==> src/design/emg_pkg.sv <==
// Shared constants for the emulator glue decoder.
// Assumes a 13-bit processor address bus, 8-bit data, one system clock.
package emg_pkg;
    localparam int ADDR_W = 13;
    localparam int DATA_W = 8;
    // Program store windows
    localparam logic [12:0] STORE0_LO = 13'h0080;
    localparam logic [12:0] STORE0_HI = 13'h07ff;
    localparam logic [12:0] STORE1_LO = 13'h0800;
    localparam logic [12:0] STORE1_HI = 13'h0fff;
    localparam logic [12:0] STORE1_USE_HI = 13'h08af;
    localparam logic [12:0] STORE2_LO = 13'h1800;
    localparam logic [12:0] STORE2_HI = 13'h1fff;
    localparam logic [12:0] SELFCHK_LO = 13'h1f80;
    localparam logic [12:0] SELFCHK_HI = 13'h1ff5;
    localparam logic [12:0] VECTOR_LO = 13'h1ff6;
    // Small target: 2 K byte space
    localparam logic [12:0] SMALL_MASK = 13'h07ff;
    localparam logic [12:0] SMALL_BASE = 13'h1800;
    // Extra port register slots (C data, D data, C dir, D dir)
    localparam logic [12:0] PORTC_DATA = 13'h0002;
    localparam logic [12:0] PORTD_DATA = 13'h0003;
    localparam logic [12:0] PORTC_DIR = 13'h0006;
    localparam logic [12:0] PORTD_DIR = 13'h0007;
    // Input-only line register slot
    localparam logic [12:0] INPUT_REG = 13'h0003;
    localparam logic [3:0] INPUT_PAD = 4'hf;
    // Oscillator ratio in quarters: x1.25 = 5/4, x2.5 = 10/4
    localparam logic [3:0] OSC_MUL_DIV4 = 4'h5;
    localparam logic [3:0] OSC_MUL_DIV2 = 4'ha;
    // Expander register selects
    localparam logic [1:0] SEL_CDATA = 2'h0;
    localparam logic [1:0] SEL_DDATA = 2'h1;
    localparam logic [1:0] SEL_CDIR = 2'h2;
    localparam logic [1:0] SEL_DDIR = 2'h3;
endpackage

==> src/design/emg_edge_irq.sv <==
// Edge-only interrupt adapter.
// Assumes the interrupt line and acknowledge are synchronous to clk_sys.
module emg_edge_irq
    import emg_pkg::*;
(
    input wire logic clk_sys,
    input wire logic rst,
    input wire logic clkEn,
    input wire logic edgeOnly,
    input wire logic irqIn_n,
    input wire logic irqAck,
    output logic irqOut_n
);
    logic prevIrq_r, prevIrq_nxt;
    logic pend_r, pend_nxt;
    logic fall;

    // Next state: falling edge sets, acknowledge clears, set wins
    always_comb begin
        prevIrq_nxt = irqIn_n;
        fall = prevIrq_r & ~irqIn_n;
        pend_nxt = pend_r;
        if (irqAck) begin
            pend_nxt = 1'b0;
        end
        if (fall) begin
            pend_nxt = 1'b1;
        end
    end

    always_ff @(posedge clk_sys or posedge rst) begin
        if (rst) begin
            prevIrq_r <= 1'b1;
            pend_r <= 1'b0;
        end else if (clkEn) begin
            prevIrq_r <= prevIrq_nxt;
            pend_r <= pend_nxt;
        end
    end

    // held level ignored in edge mode
    assign irqOut_n = edgeOnly ? ~pend_r : irqIn_n;

    AST_EDGE_SETS: assert property (@(posedge clk_sys) disable iff (rst)
        (clkEn && prevIrq_r && !irqIn_n) |=> pend_r)
        else $error("falling edge not latched");
    AST_ACK_CLEARS: assert property (@(posedge clk_sys) disable iff (rst)
        (clkEn && irqAck && !(prevIrq_r && !irqIn_n)) |=> !pend_r)
        else $error("acknowledge did not clear request");
    AST_LEVEL_IGNORED: assert property (@(posedge clk_sys) disable iff (rst)
        (clkEn && edgeOnly && irqAck && !prevIrq_r && !irqIn_n) |=> (!edgeOnly || irqOut_n))
        else $error("held level raised an interrupt");
endmodule

==> src/design/emg_glue.sv <==
// What this block does
// - Store 0 decodes 0x0080 to 0x07FF only
// - Store 1 decodes 0x0800 to 0x0FFF
// - Store 2 decodes 0x1800 to 0x1FFF
// - Substitute memory sits at ROM addresses
// - Expander registers map into spare slots
// - Expander supplies ports C and D
// - Oscillator runs 1.25 or 2.5 times target
// - Edge-only mode ignores held interrupt level
// - Small target folds into 2 K space
// - Input lines buffered, enabled on read only
// - Input register bits 4-7 read one
//
// Emulator glue: address decode, input buffer, interrupt and clock-ratio logic.
// Assumes the processor's demultiplexed address, read strobe and valid strobe
// are synchronous to clk_sys; the far side drives memories and the expander.
module emg_glue
    import emg_pkg::*;
(
    input wire logic clk_sys,
    input wire logic rst,
    input wire logic clkEn,
    input wire logic [12:0] busAddr,
    input wire logic busValid,
    input wire logic busRead,
    input wire logic smallTarget,
    input wire logic edgeOnly,
    input wire logic divByTwo,
    input wire logic [3:0] inLines,
    input wire logic irqIn_n,
    input wire logic irqAck,
    output logic store0Sel,
    output logic store1Sel,
    output logic store2Sel,
    output logic [10:0] storeAddr,
    output logic store1Usable,
    output logic selfCheckHit,
    output logic vectorHit,
    output logic expSel,
    output logic [1:0] expReg,
    output logic inBufOe,
    output logic [7:0] inBufData,
    output logic [3:0] oscMulQuarters,
    output logic irqOut_n
);
    logic [12:0] effAddr;
    logic s0, s1, s2, xs, ib;
    logic [1:0] xr;
    logic s0_r, s0_nxt, s1_r, s1_nxt, s2_r, s2_nxt, xs_r, xs_nxt;
    logic ib_r, ib_nxt, use_r, use_nxt, sc_r, sc_nxt, vec_r, vec_nxt;
    logic [1:0] xr_r, xr_nxt;
    logic [10:0] sa_r, sa_nxt;
    logic [7:0] ibd_r, ibd_nxt;
    logic [3:0] osc_r, osc_nxt;

    // Inclusive range test, used by every window
    function automatic logic inRange(input logic [12:0] a, input logic [12:0] lo,
                                     input logic [12:0] hi);
        inRange = (a >= lo) && (a <= hi);
    endfunction

    // fold into 2 K so vectors land at the top
    assign effAddr = smallTarget ? (SMALL_BASE | (busAddr & SMALL_MASK)) : busAddr;

    // Decode; the fold means the small target only ever hits store 2
    always_comb begin
        // first store excludes low RAM and I/O
        s0 = busValid && inRange(effAddr, STORE0_LO, STORE0_HI);
        s1 = busValid && inRange(effAddr, STORE1_LO, STORE1_HI);
        // third store with vectors at top
        s2 = busValid && inRange(effAddr, STORE2_LO, STORE2_HI);
        // expander in the spare port slots
        xs = 1'b0;
        xr = SEL_CDATA;
        ib = 1'b0;
        if (busValid && !smallTarget) begin
            case (busAddr)
                PORTC_DATA: begin
                    xs = 1'b1;
                    xr = SEL_CDATA;
                end
                PORTD_DATA: begin
                    xs = 1'b1;
                    xr = SEL_DDATA;
                end
                PORTC_DIR: begin
                    xs = 1'b1;
                    xr = SEL_CDIR;
                end
                PORTD_DIR: begin
                    xs = 1'b1;
                    xr = SEL_DDIR;
                end
                default: begin
                    xs = 1'b0;
                end
            endcase
        end
        // buffer opens only on a read of its slot
        if (busValid && smallTarget && busRead && busAddr == INPUT_REG) begin
            ib = 1'b1;
        end
    end

    // Next values of registered decode outputs
    always_comb begin
        s0_nxt = s0;
        s1_nxt = s1;
        s2_nxt = s2;
        xs_nxt = xs;
        xr_nxt = xr;
        ib_nxt = ib;
        // store sees the ROM address itself
        sa_nxt = effAddr[10:0];
        // Flag only; loaded code must stay inside
        use_nxt = s1 && inRange(effAddr, STORE1_LO, STORE1_USE_HI);
        sc_nxt = s2 && inRange(effAddr, SELFCHK_LO, SELFCHK_HI);
        vec_nxt = s2 && inRange(effAddr, VECTOR_LO, STORE2_HI);
        // upper bits read as one, lines registered on every enabled cycle
        ibd_nxt = {INPUT_PAD, inLines};
        // oscillator ratio for the target's divider
        osc_nxt = divByTwo ? OSC_MUL_DIV2 : OSC_MUL_DIV4;
    end

    // Register stage; a registered select costs one cycle of decode latency
    always_ff @(posedge clk_sys or posedge rst) begin
        if (rst) begin
            s0_r <= 1'b0;
            s1_r <= 1'b0;
            s2_r <= 1'b0;
            xs_r <= 1'b0;
            xr_r <= SEL_CDATA;
            ib_r <= 1'b0;
            sa_r <= 11'h000;
            use_r <= 1'b0;
            sc_r <= 1'b0;
            vec_r <= 1'b0;
            ibd_r <= 8'hff;
            osc_r <= OSC_MUL_DIV4;
        end else if (clkEn) begin
            s0_r <= s0_nxt;
            s1_r <= s1_nxt;
            s2_r <= s2_nxt;
            xs_r <= xs_nxt;
            xr_r <= xr_nxt;
            ib_r <= ib_nxt;
            sa_r <= sa_nxt;
            use_r <= use_nxt;
            sc_r <= sc_nxt;
            vec_r <= vec_nxt;
            ibd_r <= ibd_nxt;
            osc_r <= osc_nxt;
        end
    end

    assign store0Sel = s0_r;
    assign store1Sel = s1_r;
    assign store2Sel = s2_r;
    assign storeAddr = sa_r;
    assign store1Usable = use_r;
    assign selfCheckHit = sc_r;
    assign vectorHit = vec_r;
    // expander carries ports C and D
    assign expSel = xs_r;
    assign expReg = xr_r;
    assign inBufOe = ib_r;
    assign inBufData = ibd_r;
    assign oscMulQuarters = osc_r;

    // Interrupt adapter
    emg_edge_irq uIrq (
        .clk_sys(clk_sys),
        .rst(rst),
        .clkEn(clkEn),
        .edgeOnly(edgeOnly),
        .irqIn_n(irqIn_n),
        .irqAck(irqAck),
        .irqOut_n(irqOut_n)
    );

    AST_STORE0_LOW: assert property (@(posedge clk_sys) disable iff (rst)
        (clkEn && busValid && !smallTarget && busAddr < STORE0_LO) |=> !store0Sel)
        else $error("store 0 selected in low RAM area");
    AST_STORE0_HIT: assert property (@(posedge clk_sys) disable iff (rst)
        (clkEn && busValid && !smallTarget && busAddr == STORE0_LO) |=> store0Sel)
        else $error("store 0 missed its first address");
    AST_STORE1_HIT: assert property (@(posedge clk_sys) disable iff (rst)
        (clkEn && busValid && !smallTarget && busAddr[12:11] == 2'h1) |=> store1Sel)
        else $error("store 1 missed");
    AST_STORE2_HIT: assert property (@(posedge clk_sys) disable iff (rst)
        (clkEn && busValid && busAddr[12:11] == 2'h3) |=> store2Sel && !store0Sel)
        else $error("store 2 missed");
    AST_ONE_STORE: assert property (@(posedge clk_sys) disable iff (rst)
        $onehot0({store0Sel, store1Sel, store2Sel}))
        else $error("two stores selected together");
    AST_VECTOR_FOLD: assert property (@(posedge clk_sys) disable iff (rst)
        (clkEn && busValid && smallTarget && busAddr[10:0] == 11'h7fe) |=> vectorHit)
        else $error("vector not folded to top");
    AST_EXP_SLOT: assert property (@(posedge clk_sys) disable iff (rst)
        (clkEn && busValid && !smallTarget && busAddr == PORTD_DIR)
        |=> expSel && expReg == SEL_DDIR)
        else $error("expander direction slot not decoded");
    AST_INBUF_READ: assert property (@(posedge clk_sys) disable iff (rst)
        (clkEn && !busRead) |=> !inBufOe)
        else $error("input buffer enabled without read");
    AST_INBUF_HIGH: assert property (@(posedge clk_sys) disable iff (rst)
        clkEn |=> inBufData == {4'hf, $past(inLines)})
        else $error("input data not ones over the sampled lines");
    AST_OSC_RATIO: assert property (@(posedge clk_sys) disable iff (rst)
        (clkEn && divByTwo) |=> oscMulQuarters == 4'ha)
        else $error("wrong oscillator ratio");
    AST_GAP_EMPTY: assert property (@(posedge clk_sys) disable iff (rst)
        (clkEn && busValid && !smallTarget && busAddr[12:11] == 2'h2)
        |=> !store0Sel && !store1Sel && !store2Sel)
        else $error("store selected in unmapped gap");
    AST_SMALL_FOLD: assert property (@(posedge clk_sys) disable iff (rst)
        (clkEn && busValid && smallTarget) |=> store2Sel && !expSel)
        else $error("small target access not folded into store 2");
    AST_IDLE_QUIET: assert property (@(posedge clk_sys) disable iff (rst)
        (clkEn && !busValid) |=> !inBufOe && !expSel && !store2Sel)
        else $error("select raised without a valid address");
endmodule

==> config.mk <==
export PLATFORM = sky130hd
export DESIGN_NAME = emg_glue
export DESIGN_NICKNAME = d
export VERILOG_FILES = /design/src/design/emg_pkg.sv /design/src/design/emg_edge_irq.sv /design/src/design/emg_glue.sv
export SDC_FILE = /design/constraint.sdc
export NUM_CORES = 1
export LEC_CHECK = 0
export BUFFER_PORTS_ARGS = -buffer_cell sky130_fd_sc_hd__buf_4
export CAP_MARGIN = 5
export CORE_MARGIN = 5
export CORE_UTILIZATION = 36
export DETAILED_ROUTE_END_ITERATION = 7
export GPL_TIMING_DRIVEN = 1
export HOLD_SLACK_MARGIN = 0.02
export PLACE_DENSITY = 0.78
export SYNTH_ARGS = -nofsm -noshare
export SYNTH_HDL_FRONTEND = slang
export SYNTH_SLANG_ARGS = --single-unit
==> constraint.sdc <==
create_clock -name clk_sys -period 0.8 [get_ports clk_sys]
set_clock_uncertainty 0.1 [all_clocks]
set_input_delay 0.16 -clock clk_sys [delete_from_list [all_inputs] [get_ports clk_sys]]
set_output_delay 0.16 -clock clk_sys [all_outputs]
set_load 0.02 [all_outputs]
Word-level counts from Yosys, hierarchy flattened
Cells that the tools add are included.
W data, S select, Z words.
Cells by class
  order comparisons: 10
  equality and inequality tests: 4
  mux-type cells: 10
  bitwise gates (word level): 3
  reduce and logical (&&, ||, !) cells: 20
Operator list (number)
  $ge A13 B13 Y1 const B: 3
  $eq A13 B2 Y1 const B: 2
  $eq A13 B3 Y1 const B: 2
  $le A13 B12 Y1 const B: 2
  $le A13 B13 Y1 const B: 2
  $logic_and A1 B1 Y1: 16
  $ge A13 B12 Y1 const B: 1
  $ge A13 B8 Y1 const B: 1
  $le A13 B11 Y1 const B: 1
  $mux W13: 1
  $mux W1: 6
  $pmux W2 S3: 1
  $mux W4: 1
  $reduce_or A4 Y1: 1
  $mux W2: 1
  $not A1 Y1: 2
  $reduce_and A2 Y1: 1
  $reduce_bool A2 Y1: 1
  $and A1 B1 Y1: 1
  $logic_not A1 Y1: 1
Storage, ports and cells
  register bits: 31
  input port bits: 27
  output and inout port bits: 34

Longest topological paths before layout
Gate-level depths: netlist (run 1).
  depth in word-level cells: 5
  depth in mapped cells: 5
  mapped depth without buffers: 3

Cells and area by module
From an unflattened synthesis (run 1), not the netlist that was laid out.
Unflattened totals
  cell total of the unflattened synthesis: 105
  area total of the unflattened synthesis: 1321.3 sq um
By module, submodules not included
  emg_glue: times used 1, cells an instance 97, area an instance 1223.7 sq um
  emg_edge_irq: times used 1, cells an instance 8, area an instance 97.6 sq um

Least setup slack after synthesis (run 1)
No wires, ideal clock.
  path type: input -> register
  start point: input clkEn
  end point: register sa_r[0], in the netlist storeAddr[0]
  library setup time: 0.125 ns
  arrival: 0.847 ns
  required time: 0.575 ns
  path slack: -0.272 ns
  stages on the path: 3
  buffers on the path: 2
  path through: buf_2 -> buf_2 -> mux2_2
RTL lines
  start, declared: RTL line emg_glue.sv:22  | input wire logic clkEn,
  end signal, assigned: RTL line emg_glue.sv:147  | sa_r <= sa_nxt;
  end, declared: RTL line emg_glue.sv:52  | logic [10:0] sa_r, sa_nxt;
No word-level cell between the ends.

Worst setup path after layout (run 1)
  start point: register osc_r[2], in the netlist oscMulQuarters[2]
  end point: output oscMulQuarters[2]
RTL lines
  start, declared: RTL line emg_glue.sv:54  | logic [3:0] osc_r, osc_nxt;
  start signal, assigned: RTL line emg_glue.sv:152  | osc_r <= osc_nxt;
  end, declared: RTL line emg_glue.sv:43  | output logic [3:0] oscMulQuarters,
No word-level cell between the ends.

==> impl_summary.md, run 1 <==
Run status
The flow ran to the end, but the final reports show violations. The final reports fail on hold timing, setup timing.

Timing
The final worst slack is -0.421 ns. Timing would allow up to 0.819 GHz. The routed design could run at a clock period as short as 1.22 ns. The number of hold violations in the final report is 25. The number of max-slew violations in the final report is 0. Setup violations remaining at the end of the flow were counted as a little under 60.

Setup repair after global routing could not meet its margin everywhere. The period utilization is 153%. Hold timing on the final database bottoms out at a slack of -0.282 ns.

Power
The clock network fraction of design power is 29.5%. The switching power as a share of total power is 27.2%. The net switching power is 1040 uW. The overall power after layout is 3830 uW. The share of total power in combinational logic is 26.0%. The total leakage power is between 0.001 and 0.0015 uW. Across the VDD grid, the largest voltage drop is roughly 0.0011 V. The internal power summed over all cells is 2790 uW. The proportion of power drawn by flip-flops and latches is between 40 and 50%.

The power per cell area is 1630 nW/um^2.

Die
The die area is 4970 sq um. The horizontal die dimension is 70.5 um. In this run the count of I/O pins placed on the die edge is 61.

The effective utilization at floorplan is a little over a third. The initialized floorplan defines 22 standard-cell rows. The placeable core area is ~3600 sq um. The floorplan step set the die height to 70.5 um.

Critical path
The cell type group with the largest total delay on the critical path is flip-flops. Counting both buffers and inverters, the worst setup path holds a total of 1. By startpoint and endpoint, the worst setup path is classified as register to primary output. The endpoint kind of the worst setup timing path is a primary output. STA classifies the critical path startpoint as a register.

For the worst setup path, the data arrival time is 0.96 ns. The delay of the slowest critical-path stage is 0.56 ns. The biggest fanout along the worst timing path is 3. The slowest stage cell on the critical path is dfstp_2. The critical path goes through buf_6. The data required time of the worst path is 0.54 ns.

Route
In this run the remaining antenna-violating nets after routing total 0. The number of optimization iterations in the first detailed-route pass is 6. Wires add up to approximately 3.8 mm. In the final routed layout, each cell accounts on average for roughly 16 um.

The number of DRC violations after detailed-routing iteration 0 is 24. For this run, design rule violations remaining after detail routing come to 0. For this block, the via count after detailed routing is ~1200.

Dividing the detail-routed via count by the number of cells gives 4.78.

Clock network
The cell at the root of the clock tree is clkbuf_8. The clock sink total is 29. The clock insertion delay at the later pin of the skew report is 0.27 ns.

The TritonCTS clock tree is built. Buffers inserted during clock tree synthesis total 5. The clock tree buffer depth is 2. The H-tree was split into 2 levels.

The clock transition at the register clock pins on the worst setup and hold paths after CTS is 0.06 ns.

Layout
The library cells used most frequently in the layout, excluding fill and tap cells, are buf_4 (40), buf_6 (39), dfrtp_1 (12). The share of layout cells above drive strength 1 is 71.5%. After the last flow step, the layout net total stands at about 220. 0 antenna diodes ended up in the layout.

The library cell used most frequently in the layout, excluding fill and tap cells, is buf_4. The layout has 277 filler cells. The post-layout utilization of the core is around two thirds. The area growth from synthesis to layout is 78.4%.

Job
Across the run, the number of max-cap violations was 0.

Synth
The number of synthesized register bits is 29. Synthesis instantiated 30 different standard cells from the library. In the synthesized netlist, the number of instances is 109.

For this run, the register share of the synthesized area comes to roughly 56%. Counting flops with an async set or reset pin after synthesis yields a share of 100%. The mean cell area of the mapped netlist is approximately 12 sq um.

For this run, the number of Yosys warnings is 0. The cell area after synthesis is 1320 sq um. The synthesized design contains 0 enable-type register cells. The most instantiated flip-flop cell in the synthesis netlist is dfrtp_1.

Placed design
Buffers placed on the I/O ports in this run total 56. The congestion estimate from routability-driven global placement came to between 0.8 and 0.9. The half-perimeter wire length of the detailed placement result is a little under 3 mm.

Global route
After global routing the overflow that remains totals 0. The global router's overall resource usage is 16.2%. The first-pass GRT wire length is 6.20 mm.

The largest net degree at the start of global routing is 14. The number of global-route vias before repair came to 1254. The initial antenna violation count came to 0.

Worst hold path
The tightest min-delay check is of the input pin to async pin type.
power by group through the flow:
stage / registers (uW) / logic [uW] / clock network [uW]
after floorplan: 1820 / 344 / 0
after global routing: 1720 / 1060 / 1250
after CTS: 1700 / 980 / 1150
final: 1700 / 998 / 1130
after global placement: 1700 / 842 / 0
after detailed placement: 1710 / 862 / 0
worst paths after layout:
| kind | startpoint | endpoint | slack (ns) | depth (start not counted) |
|---|---|---|---|---|
| min in group clk_sys | divByTwo | oscMulQuarters[2]$_DFFE_PP1P_ | -0.06 | 2 |
| min reg2reg | uIrq.prevIrq_r$_DFFE_PP1P_ | uIrq.pend_r$_DFFE_PP0P_ | 0.42 | 2 |
| max | oscMulQuarters[2]$_DFFE_PP1P_ | oscMulQuarters[2] | -0.42 | 1 |
| max reg2reg | selfCheckHit$_DFFE_PP0P_ | selfCheckHit$_DFFE_PP0P_ | -0.21 | 2 |
| min | rst | oscMulQuarters[1]$_DFFE_PP0P_ | -0.28 | 2 |
| max in group asynchronous | rst | inBufData[0]$_DFFE_PP1P_ | 0.50 | 3 |
metal layers:
metal	track usage [%]	vias to the layer above	routed length (um)
li1	-	538	-
met1	17.9	566	1390
met4	5.11	0	53
met3	5.47	6	229
met5	0	-	0
met2	28.9	41	2130
stage by stage:
step           setup TNS, ns  area, sq um  std cells  setup slack (ns)  hold WS [ns]
2_1_floorplan          -3.28         1460        112            -0.187       -0.0330
3_3_place_gp           -6.35         2010        225            -0.342       0.00350
3_5_place_dp           -7.01         2010        225            -0.420       0.00891
4_1_cts               -11.34         2310        239            -0.432        -0.283
5_1_grt               -13.02         2350        241            -0.453        -0.292
6_report              -11.33         2350        241            -0.421        -0.282
worst register-to-register path: stages, from the launching register on:
cell and delay [ns]:
dfrtp_1 0.41, buf_6 0.13, mux2_4 0.26
repair_timing:
item / in CTS / in global routing
resized for setup: 46 / 9
hold endpoints to repair: 27 / 28
pin swaps: 4 / 1
setup buffers: 6 / 3
endpoints found under the setup margin: 54 / 58
Yosys cell counts, types with 2 or more instances:
library cell	n	share of area, %
dfstp_2	6	12
nand4b_1	2	1.3
o22ai_1	3	1.4
o32ai_1	2	1.3
buf_2	3	1.1
dfrtp_1	23	44
nand2_1	5	1.4
o21ai_0	3	1.1
nand3_1	2	0.76
a21oi_1	3	1.1
nand3b_1	3	1.7
nor2_1	3	0.85
inv_1	10	2.8
buf_4	7	4.0
nand2b_1	2	0.95
mux2_2	18	15
logic make-up (layout without fill, tap and decap cells):
| group | Yosys count | in the layout | synth area share (%) |
|---|---|---|---|
| buffers and inverters | 20 | 101 | 7.97 |
| and+or+nand+nor | 25 | 25 | 12.0 |
| muxes | 19 | 19 | 16.1 |
| other | 1 | 4 | 0.284 |
| AOI/OAI and AO/OA | 15 | 15 | 7.97 |
| DFF | 29 | 29 | 55.6 |
flip-flops by register name, summed over array words and instances, names as in the netlist:
| signal | flops |
|---|---|
| store0Sel | 1 |
| oscMulQuarters | 2 |
| storeAddr | 11 |
| selfCheckHit | 1 |
| uIrq.prevIrq_r | 1 |
| expSel | 1 |
| store2Sel | 1 |
| inBufData | 4 |
| vectorHit | 1 |
| store1Sel | 1 |
| inBufOe | 1 |
| uIrq.pend_r | 1 |
| expReg | 2 |
| store1Usable | 1 |
final cells by class:
type                       count  area (sq um)  area share, %
clock buffer                   8          80.1           3.40
inverter                      10          43.8           1.86
multi-input combinational     63           612           26.0
sequential                    29           747           31.8
tap                           48          60.1           2.55
timing repair buffer          83           810           34.4
No activity file was read; power rests on OpenSTA's default activity.
==> inputs of run 2 (changes only) <==
CORE_UTILIZATION = 41   (was 36)
HOLD_SLACK_MARGIN = 0.1   (was 0.02)
PLACE_DENSITY = 0.85   (was 0.78)
RECOVER_POWER = 25   (was not set)
==> run 2 against run 1 <==
Net effect:
- the flow still finishes with violations (hold timing, setup timing)
- power is 6.2% lower
- global-route usage is 1.9 points higher
- critical path type unchanged
- via count is 2.0% lower
- combinational power is 0.5% lower
- critical endpoint unchanged
- largest cell class unchanged
- clock-buffer cell count stayed put
- critical path depth stayed put
==> impl_summary.md, run 2 (synthesis gave the netlist of run 1 again) <==
Critical path
The endpoint kind of the worst setup timing path is a primary output (unchanged). The worst-case register-to-register setup slack is -0.20 ns (was -0.21 ns). The data required time of the worst path is 0.54 ns (about the same). The startpoint type of the worst setup path is a register (unchanged). The endpoint of the most critical setup path is oscMulQuarters[2] (unchanged). The buffer and inverter count on the worst path is 1 (unchanged).

The classification of the worst setup path was register to primary output (unchanged). The beginning of the critical path is oscMulQuarters[2]$_DFFE_PP1P_ (unchanged). The reg-to-reg endpoint was storeAddr[0]$_DFFE_PP0P_ (was selfCheckHit$_DFFE_PP0P_). Cells along the critical path: buf_6 (unchanged). The cell type group with the largest total delay on the critical path is flip-flops (unchanged). The biggest fanout along the worst timing path is 3 (unchanged). The endpoint arrival time on the critical path is 1.00 ns (was 0.96 ns). The delay of the slowest critical-path stage was 0.57 ns (was 0.56 ns). The slowest stage cell on the critical path is dfstp_2 (unchanged). The number of cells on the critical path is 1 (unchanged).

The number of cell instances on the worst register-to-register path is 2 (unchanged). The origin of the critical flop-to-flop path is storeAddr[0]$_DFFE_PP0P_ (was selfCheckHit$_DFFE_PP0P_).

Layout
Most used cells in the layout excluding fill and tap cells: buf_4 (39), buf_6 (37), mux2_4 (12), dfrtp_1 (12), dfrtp_2 (11) (was buf_4 (40), buf_6 (39), dfrtp_1 (12)). The share of layout cells above drive strength 1 is 75.4% (was 71.5%). The most common cell after layout, fill and taps aside is buf_4 (unchanged). The final layout net count is 217 (was 219). The number of flip-flops under the largest register name is 11 (unchanged). The number of antenna cells inserted came to 0 (unchanged). The layout-stage area growth over the synthesis result is 75.2% (was 78.4%). The area taken by multi-input logic gates is 637 sq um (was 612 sq um). The storage element area is 747 sq um (unchanged). The design area is 2310 sq um (was 2350 sq um). The number of filler cells placed in the layout came to 213 (was 277).

Power
The switching power as a share of total power was 27.8% (was 27.2%). The power per cell area came to 1560 nW/um^2 (was 1630 nW/um^2). The internal power summed over all cells is 2600 uW (was 2790 uW). The share of total power in combinational logic is 27.6% (was 26.0%). The total leakage power was 0.00107 uW (was 0.00108 uW).

The proportion of power drawn by flip-flops and latches is 47.4% (was 44.4%). The net switching power came to 1000 uW (was 1040 uW). The maximum vdd ir drop came to 0.00106 V (was 0.00111 V). The clock network fraction of design power was 25.0% (was 29.5%).

Die
The height of the die is 66.7 um (was 70.5 um). The count of boundary I/O pins was 61 (unchanged). The row count is 20 (was 22). The placeable core area is 3080 sq um (was 3610 sq um). The die area is 4450 sq um (was 4970 sq um). The horizontal die dimension is 66.7 um (was 70.5 um).

The effective utilization at floorplan came to 42.8% (was 36.6%).

Global route
The total congestion overflow is 0 (unchanged). The largest net degree at the start of global routing is 30 (was 14). The number of global-route vias before repair came to 1269 (was 1254). The global router's overall resource usage is 18.0% (was 16.2%). The initial antenna violation count came to 0 (unchanged). The first-pass GRT wire length is 5.97 mm (was 6.20 mm).

Job
The max-capacitance violation count was 0 (unchanged).

Timing
The maximum clock frequency is 0.796 GHz (was 0.819 GHz). The period utilization was 157% (was 153%). The minimum clock period after layout is 1.26 ns (was 1.22 ns). Setup repair after global routing missed its margin: true (unchanged). The number of hold violations in the final report was 7 (was 25). The final worst slack was -0.456 ns (was -0.421 ns). The aggregate negative setup slack is -12.66 ns (was -11.33 ns). The count of final setup violators is 64 (was 58). The tightest hold margin is -0.105 ns (was -0.282 ns). The number of max-slew violations in the final report is 0 (unchanged).

Run status
Status: finished with violations (unchanged). Violated checks: hold timing, setup timing (unchanged).

Clock network
The TritonCTS clock tree is built (unchanged). The H-tree depth reported by CTS was 2 (unchanged). The cell at the root of the clock tree is clkbuf_4 (was clkbuf_8).

The clock transition at the register clock pins on the worst setup and hold paths after CTS is 0.09 ns (was 0.06 ns). The clock sink total is 29 (unchanged). The number of hold buffers added after cts is 1. The clock tree buffer depth is 2 (unchanged). The clock insertion delay at the later pin of the skew report came to 0.31 ns (was 0.27 ns). The number of CTS-inserted buffers is 5 (unchanged).

Route
The total wire length after detailed routing is 3.77 mm (was 3.80 mm). The number of nets still failing antenna checks after routing was 0 (unchanged). The number of vias in the routed layout is 1128 (was 1151). The number of optimization iterations in the first detailed-route pass is 4 (was 6). The average vias per placed instance is 4.80 (was 4.78). The number of remaining DRC errors is 0 (unchanged). The number of DRC violations after detailed-routing iteration 0 is 41 (was 24). The routed length per instance is 16.1 um (was 15.8 um).

Placed design
The final RePlAce weighted congestion is 0.829 (was 0.812). The placed instance area was 1970 sq um (was 2010 sq um). The number of buffers added on ports was 56 (unchanged). The half-perimeter wire length of the detailed placement result is 2.60 mm (was 2.91 mm). The worst setup slack before clock tree synthesis is -0.383 ns (was -0.420 ns).

Worst hold path
The worst hold-check path type is input pin to register (was input pin to async pin).
## run 2: cell types whose count changed in the layout (fill, tap and decap cells not counted), moves of 2 or more
cell,previous run,this run
o22ai_1,3,1
buf_6,39,37
clkbuf_8,5,1
o22ai_2,0,2
clkbuf_4,0,5
inv_2,2,5
inv_1,6,4
## run 2: stage by stage
| step | instances | utilization [%] | power, uW |
|---|---|---|---|
| finish | 235 | 75.1 | 3600 |
| CTS | 232 | 71.9 | 3580 |
| global route | 235 | 75.1 | 3810 |
| global placement | 217 | 64.0 | 2520 |
| floorplan | 112 | - | 2160 |
| detailed placement | 217 | 64.0 | 2540 |
## run 2: repair_timing
item,CTS,global route
pin swaps,1,5
gates resized for setup,37,22
setup endpoints to repair,53,58
hold endpoints to repair,52,24
setup buffers,6,4
## run 2: power groups by stage
stage,Sequential (uW),Combinational [uW],Clock (uW)
4_1_cts,1700,945,938
5_1_grt,1720,1050,1030
2_1_floorplan,1820,344,0
3_3_place_gp,1700,826,0
6_report,1700,993,900
3_5_place_dp,1700,843,0
## run 2: worst min-delay path by stage
stage / from / to / slack (ns) / depth (start not counted)
floorplan: rst / expReg[0]$_DFFE_PP0P_ / -0.03 / 1
global placement: rst / uIrq.pend_r$_DFFE_PP0P_ / 0.1 / 3
detailed placement: rst / expReg[1]$_DFFE_PP0P_ / 0.11 / 3
CTS: divByTwo / oscMulQuarters[2]$_DFFE_PP1P_ / -0.12 / 2
global route: divByTwo / oscMulQuarters[2]$_DFFE_PP1P_ / -0.13 / 2
finish: divByTwo / oscMulQuarters[2]$_DFFE_PP1P_ / -0.11 / 2
## run 2: cell type report
cell class              instances  area share (%)
clock buffers                   8            2.54
well taps                      44            2.38
inverters                      10            1.68
flip-flops and latches         29            32.3
multi-input cells              63            27.6
repair buffers                 81            33.5
## run 2: layer usage
metal	share of wire [%]	up-vias	global-route usage [%]	wire [um]
met5	0	-	0	0
met2	52	49	31.2	1980
li1	-	529	-	-
met1	38	542	20.7	1450
met4	2.1	0	6.35	80
met3	7.0	8	5.73	263
==> inputs of run 3 (changes only) <==
PLACE_DENSITY = 0.73   (was 0.85)
SKIP_LAST_GASP = 1   (was not set)
==> run 3 against run 2 <==
Net effect:
- the flow still finishes with violations (hold timing, setup timing)
- final area decreased by 0.32%
- non-clock buffer count up 1
- register-to-register slack about the same
- cell count grew 0.43%
- sequential share of layout area is 0.11 points higher
- hold slack worse by 0.010 ns
- fmax fell by 0.46%
- combinational power about the same
- routed wire length is 3.2% lower
- utilization fell by 0.24 points
- critical path depth is the same
- sequential power hardly changed
- largest cell class unchanged
- largest power group unchanged
==> impl_summary.md, run 3 (synthesis gave the netlist of run 1 again) <==
Route
The total wire length after detailed routing came to 3.65 mm (was 3.77 mm). The number of optimization iterations in the first detailed-route pass is 4 (unchanged). The number of remaining DRC errors is 0 (unchanged). The number of vias in the routed layout is 1148 (was 1128). The number of nets still failing antenna checks after routing came to 0 (unchanged). The average vias per placed instance is 4.86 (was 4.80). The routed length per instance is 15.5 um (was 16.1 um).

The number of DRC violations after detailed-routing iteration 0 is 25 (was 41).

Global route
The global router's overall resource usage came to 17.7% (was 18.0%). The total congestion overflow is 0 (unchanged). The largest net degree at the start of global routing came to 20 (was 30). The number of global-route vias before repair is 1228 (was 1269). The first-pass GRT wire length is 5.78 mm (was 5.97 mm). The initial antenna violation count is 0 (unchanged).

Die
The count of boundary I/O pins is 61 (unchanged). The die area is 4450 sq um (unchanged). The effective utilization at floorplan is 42.8% (unchanged).

The placeable core area is 3080 sq um (unchanged). The horizontal die dimension is 66.7 um (unchanged). The row count came to 20 (unchanged). The height of the die was 66.7 um (unchanged).

Timing
The number of hold violations in the final report was 14 (was 7). Setup repair after global routing missed its margin: true (unchanged). The count of final setup violators is 57 (was 64). The period utilization was 158% (was 157%). The minimum clock period after layout came to 1.26 ns (about the same). The tightest hold margin came to -0.115 ns (was -0.105 ns).

The number of max-slew violations in the final report is 0 (unchanged). The maximum clock frequency came to 0.793 GHz (was 0.796 GHz). The final worst slack came to -0.462 ns (was -0.456 ns).

Critical path
The slowest stage cell on the critical path is dfstp_2 (unchanged). The biggest fanout along the worst timing path is 3 (unchanged). The buffer and inverter count on the worst path is 1 (unchanged).

The origin of the critical flop-to-flop path is storeAddr[10]$_DFFE_PP0P_ (was storeAddr[0]$_DFFE_PP0P_). The classification of the worst setup path is register to primary output (unchanged). The startpoint type of the worst setup path is a register (unchanged). The endpoint kind of the worst setup timing path was a primary output (unchanged). The delay of the slowest critical-path stage is 0.56 ns (was 0.57 ns).

The data required time of the worst path is 0.54 ns (about the same). Cells along the critical path: buf_6 (unchanged). The cell type group with the largest total delay on the critical path was flip-flops (unchanged). The endpoint arrival time on the critical path is 1.00 ns (about the same). The beginning of the critical path is oscMulQuarters[2]$_DFFE_PP1P_ (unchanged).

Worst hold path
The hold path startpoint is divByTwo (unchanged). The worst hold-check path type is input pin to register (unchanged).

Layout
The share of layout cells above drive strength 1 is 72.4% (was 75.4%). The number of antenna cells inserted is 0 (unchanged). The number of flip-flops under the largest register name is 11 (unchanged). The design area is 2300 sq um (was 2310 sq um). Most used cells in the layout excluding fill and tap cells: buf_6 (40), buf_4 (38), mux2_4 (13) (was buf_4 (39), buf_6 (37), mux2_4 (12), dfrtp_1 (12), dfrtp_2 (11)). The final layout net count is 218 (was 217). The layout-stage area growth over the synthesis result is 74.7% (was 75.2%). The most common cell after layout, fill and taps aside is buf_6 (was buf_4). The final non-filler cell total came to 236 (was 235).

Placed design
The worst setup slack before clock tree synthesis came to -0.406 ns (was -0.383 ns). The final RePlAce weighted congestion is 0.830 (was 0.829). The placed instance area was 1970 sq um (unchanged). The half-perimeter wire length of the detailed placement result was 2.60 mm (about the same). The number of buffers added on ports is 56 (unchanged).

The placed cell count came to 217 (unchanged).

Clock network
The cell at the root of the clock tree is clkbuf_4 (unchanged). The number of hold buffers added after cts is 1 (unchanged). The clock sink total came to 29 (unchanged).

The number of CTS-inserted buffers is 5 (unchanged). The TritonCTS clock tree was built (unchanged). The clock transition at the register clock pins on the worst setup and hold paths after CTS was 0.08 ns (was 0.09 ns). The clock insertion delay at the later pin of the skew report was 0.32 ns (was 0.31 ns). The clock tree buffer depth was 2 (unchanged). The H-tree depth reported by CTS is 2 (unchanged).

Power
The power per cell area is 1530 nW/um^2 (was 1560 nW/um^2). The total leakage power is 0.00107 uW (about the same). The maximum vdd ir drop is 0.00109 V (was 0.00106 V).

Run status
Status: finished with violations (unchanged). Violated checks: hold timing, setup timing (unchanged).

Job
The max-capacitance violation count is 0 (unchanged).
[run 3: layout make-up]
| class | count | area [sq um] |
|---|---|---|
| inverters | 10 | 41.3 |
| fillers | 226 | 774 |
| clock buffers | 8 | 48.8 |
| well taps | 44 | 55.1 |
| repair buffers | 82 | 785 |
| multi-input cells | 63 | 627 |
| flip-flops and latches | 29 | 747 |
[run 3: worst paths after layout]
check                                           endpoint  slack [ns]  depth (start not counted)
min in group asynchronous          store2Sel$_DFFE_PP0P_        0.29                          4
max in group asynchronous       inBufData[2]$_DFFE_PP1P_        0.02                          4
max reg2reg                    storeAddr[10]$_DFFE_PP0P_       -0.21                          2
max                                    oscMulQuarters[0]       -0.46                          1
min reg2reg                      uIrq.pend_r$_DFFE_PP0P_        0.42                          2
min                        oscMulQuarters[2]$_DFFE_PP1P_       -0.12                          2
[run 3: routing by layer]
layer / vias to the layer above / part of all wire, % / track usage, %
met5: - / 0 / 0
met1: 564 / 37 / 19.1
li1: 535 / - / -
met3: 5 / 8.4 / 7.42
met4: 0 / 0.96 / 4.57
met2: 44 / 54 / 31.8
[run 3: report_power, final]
part           internal (uW)  switching [uW]
Clock                    349             469
Sequential              1610            96.4
Combinational            566             437
[run 3: what timing repair did]
item	CTS	global route
gates resized for setup	34	27
buffers inserted	9	7
pin swaps	0	3
endpoints found under the setup margin	52	58
endpoints found under the hold margin	54	26
[run 3: stage by stage]
stage	TNS, ns	total power (uW)	util [%]	hold WS [ns]
3_5_place_dp	-7.22	2540	64.0	0.0879
3_3_place_gp	-6.66	2520	64.0	0.0886
2_1_floorplan	-3.28	2160	-	-0.0330
5_1_grt	-15.27	3700	74.8	-0.138
6_report	-13.21	3530	74.8	-0.115
4_1_cts	-13.31	3500	72.2	-0.126
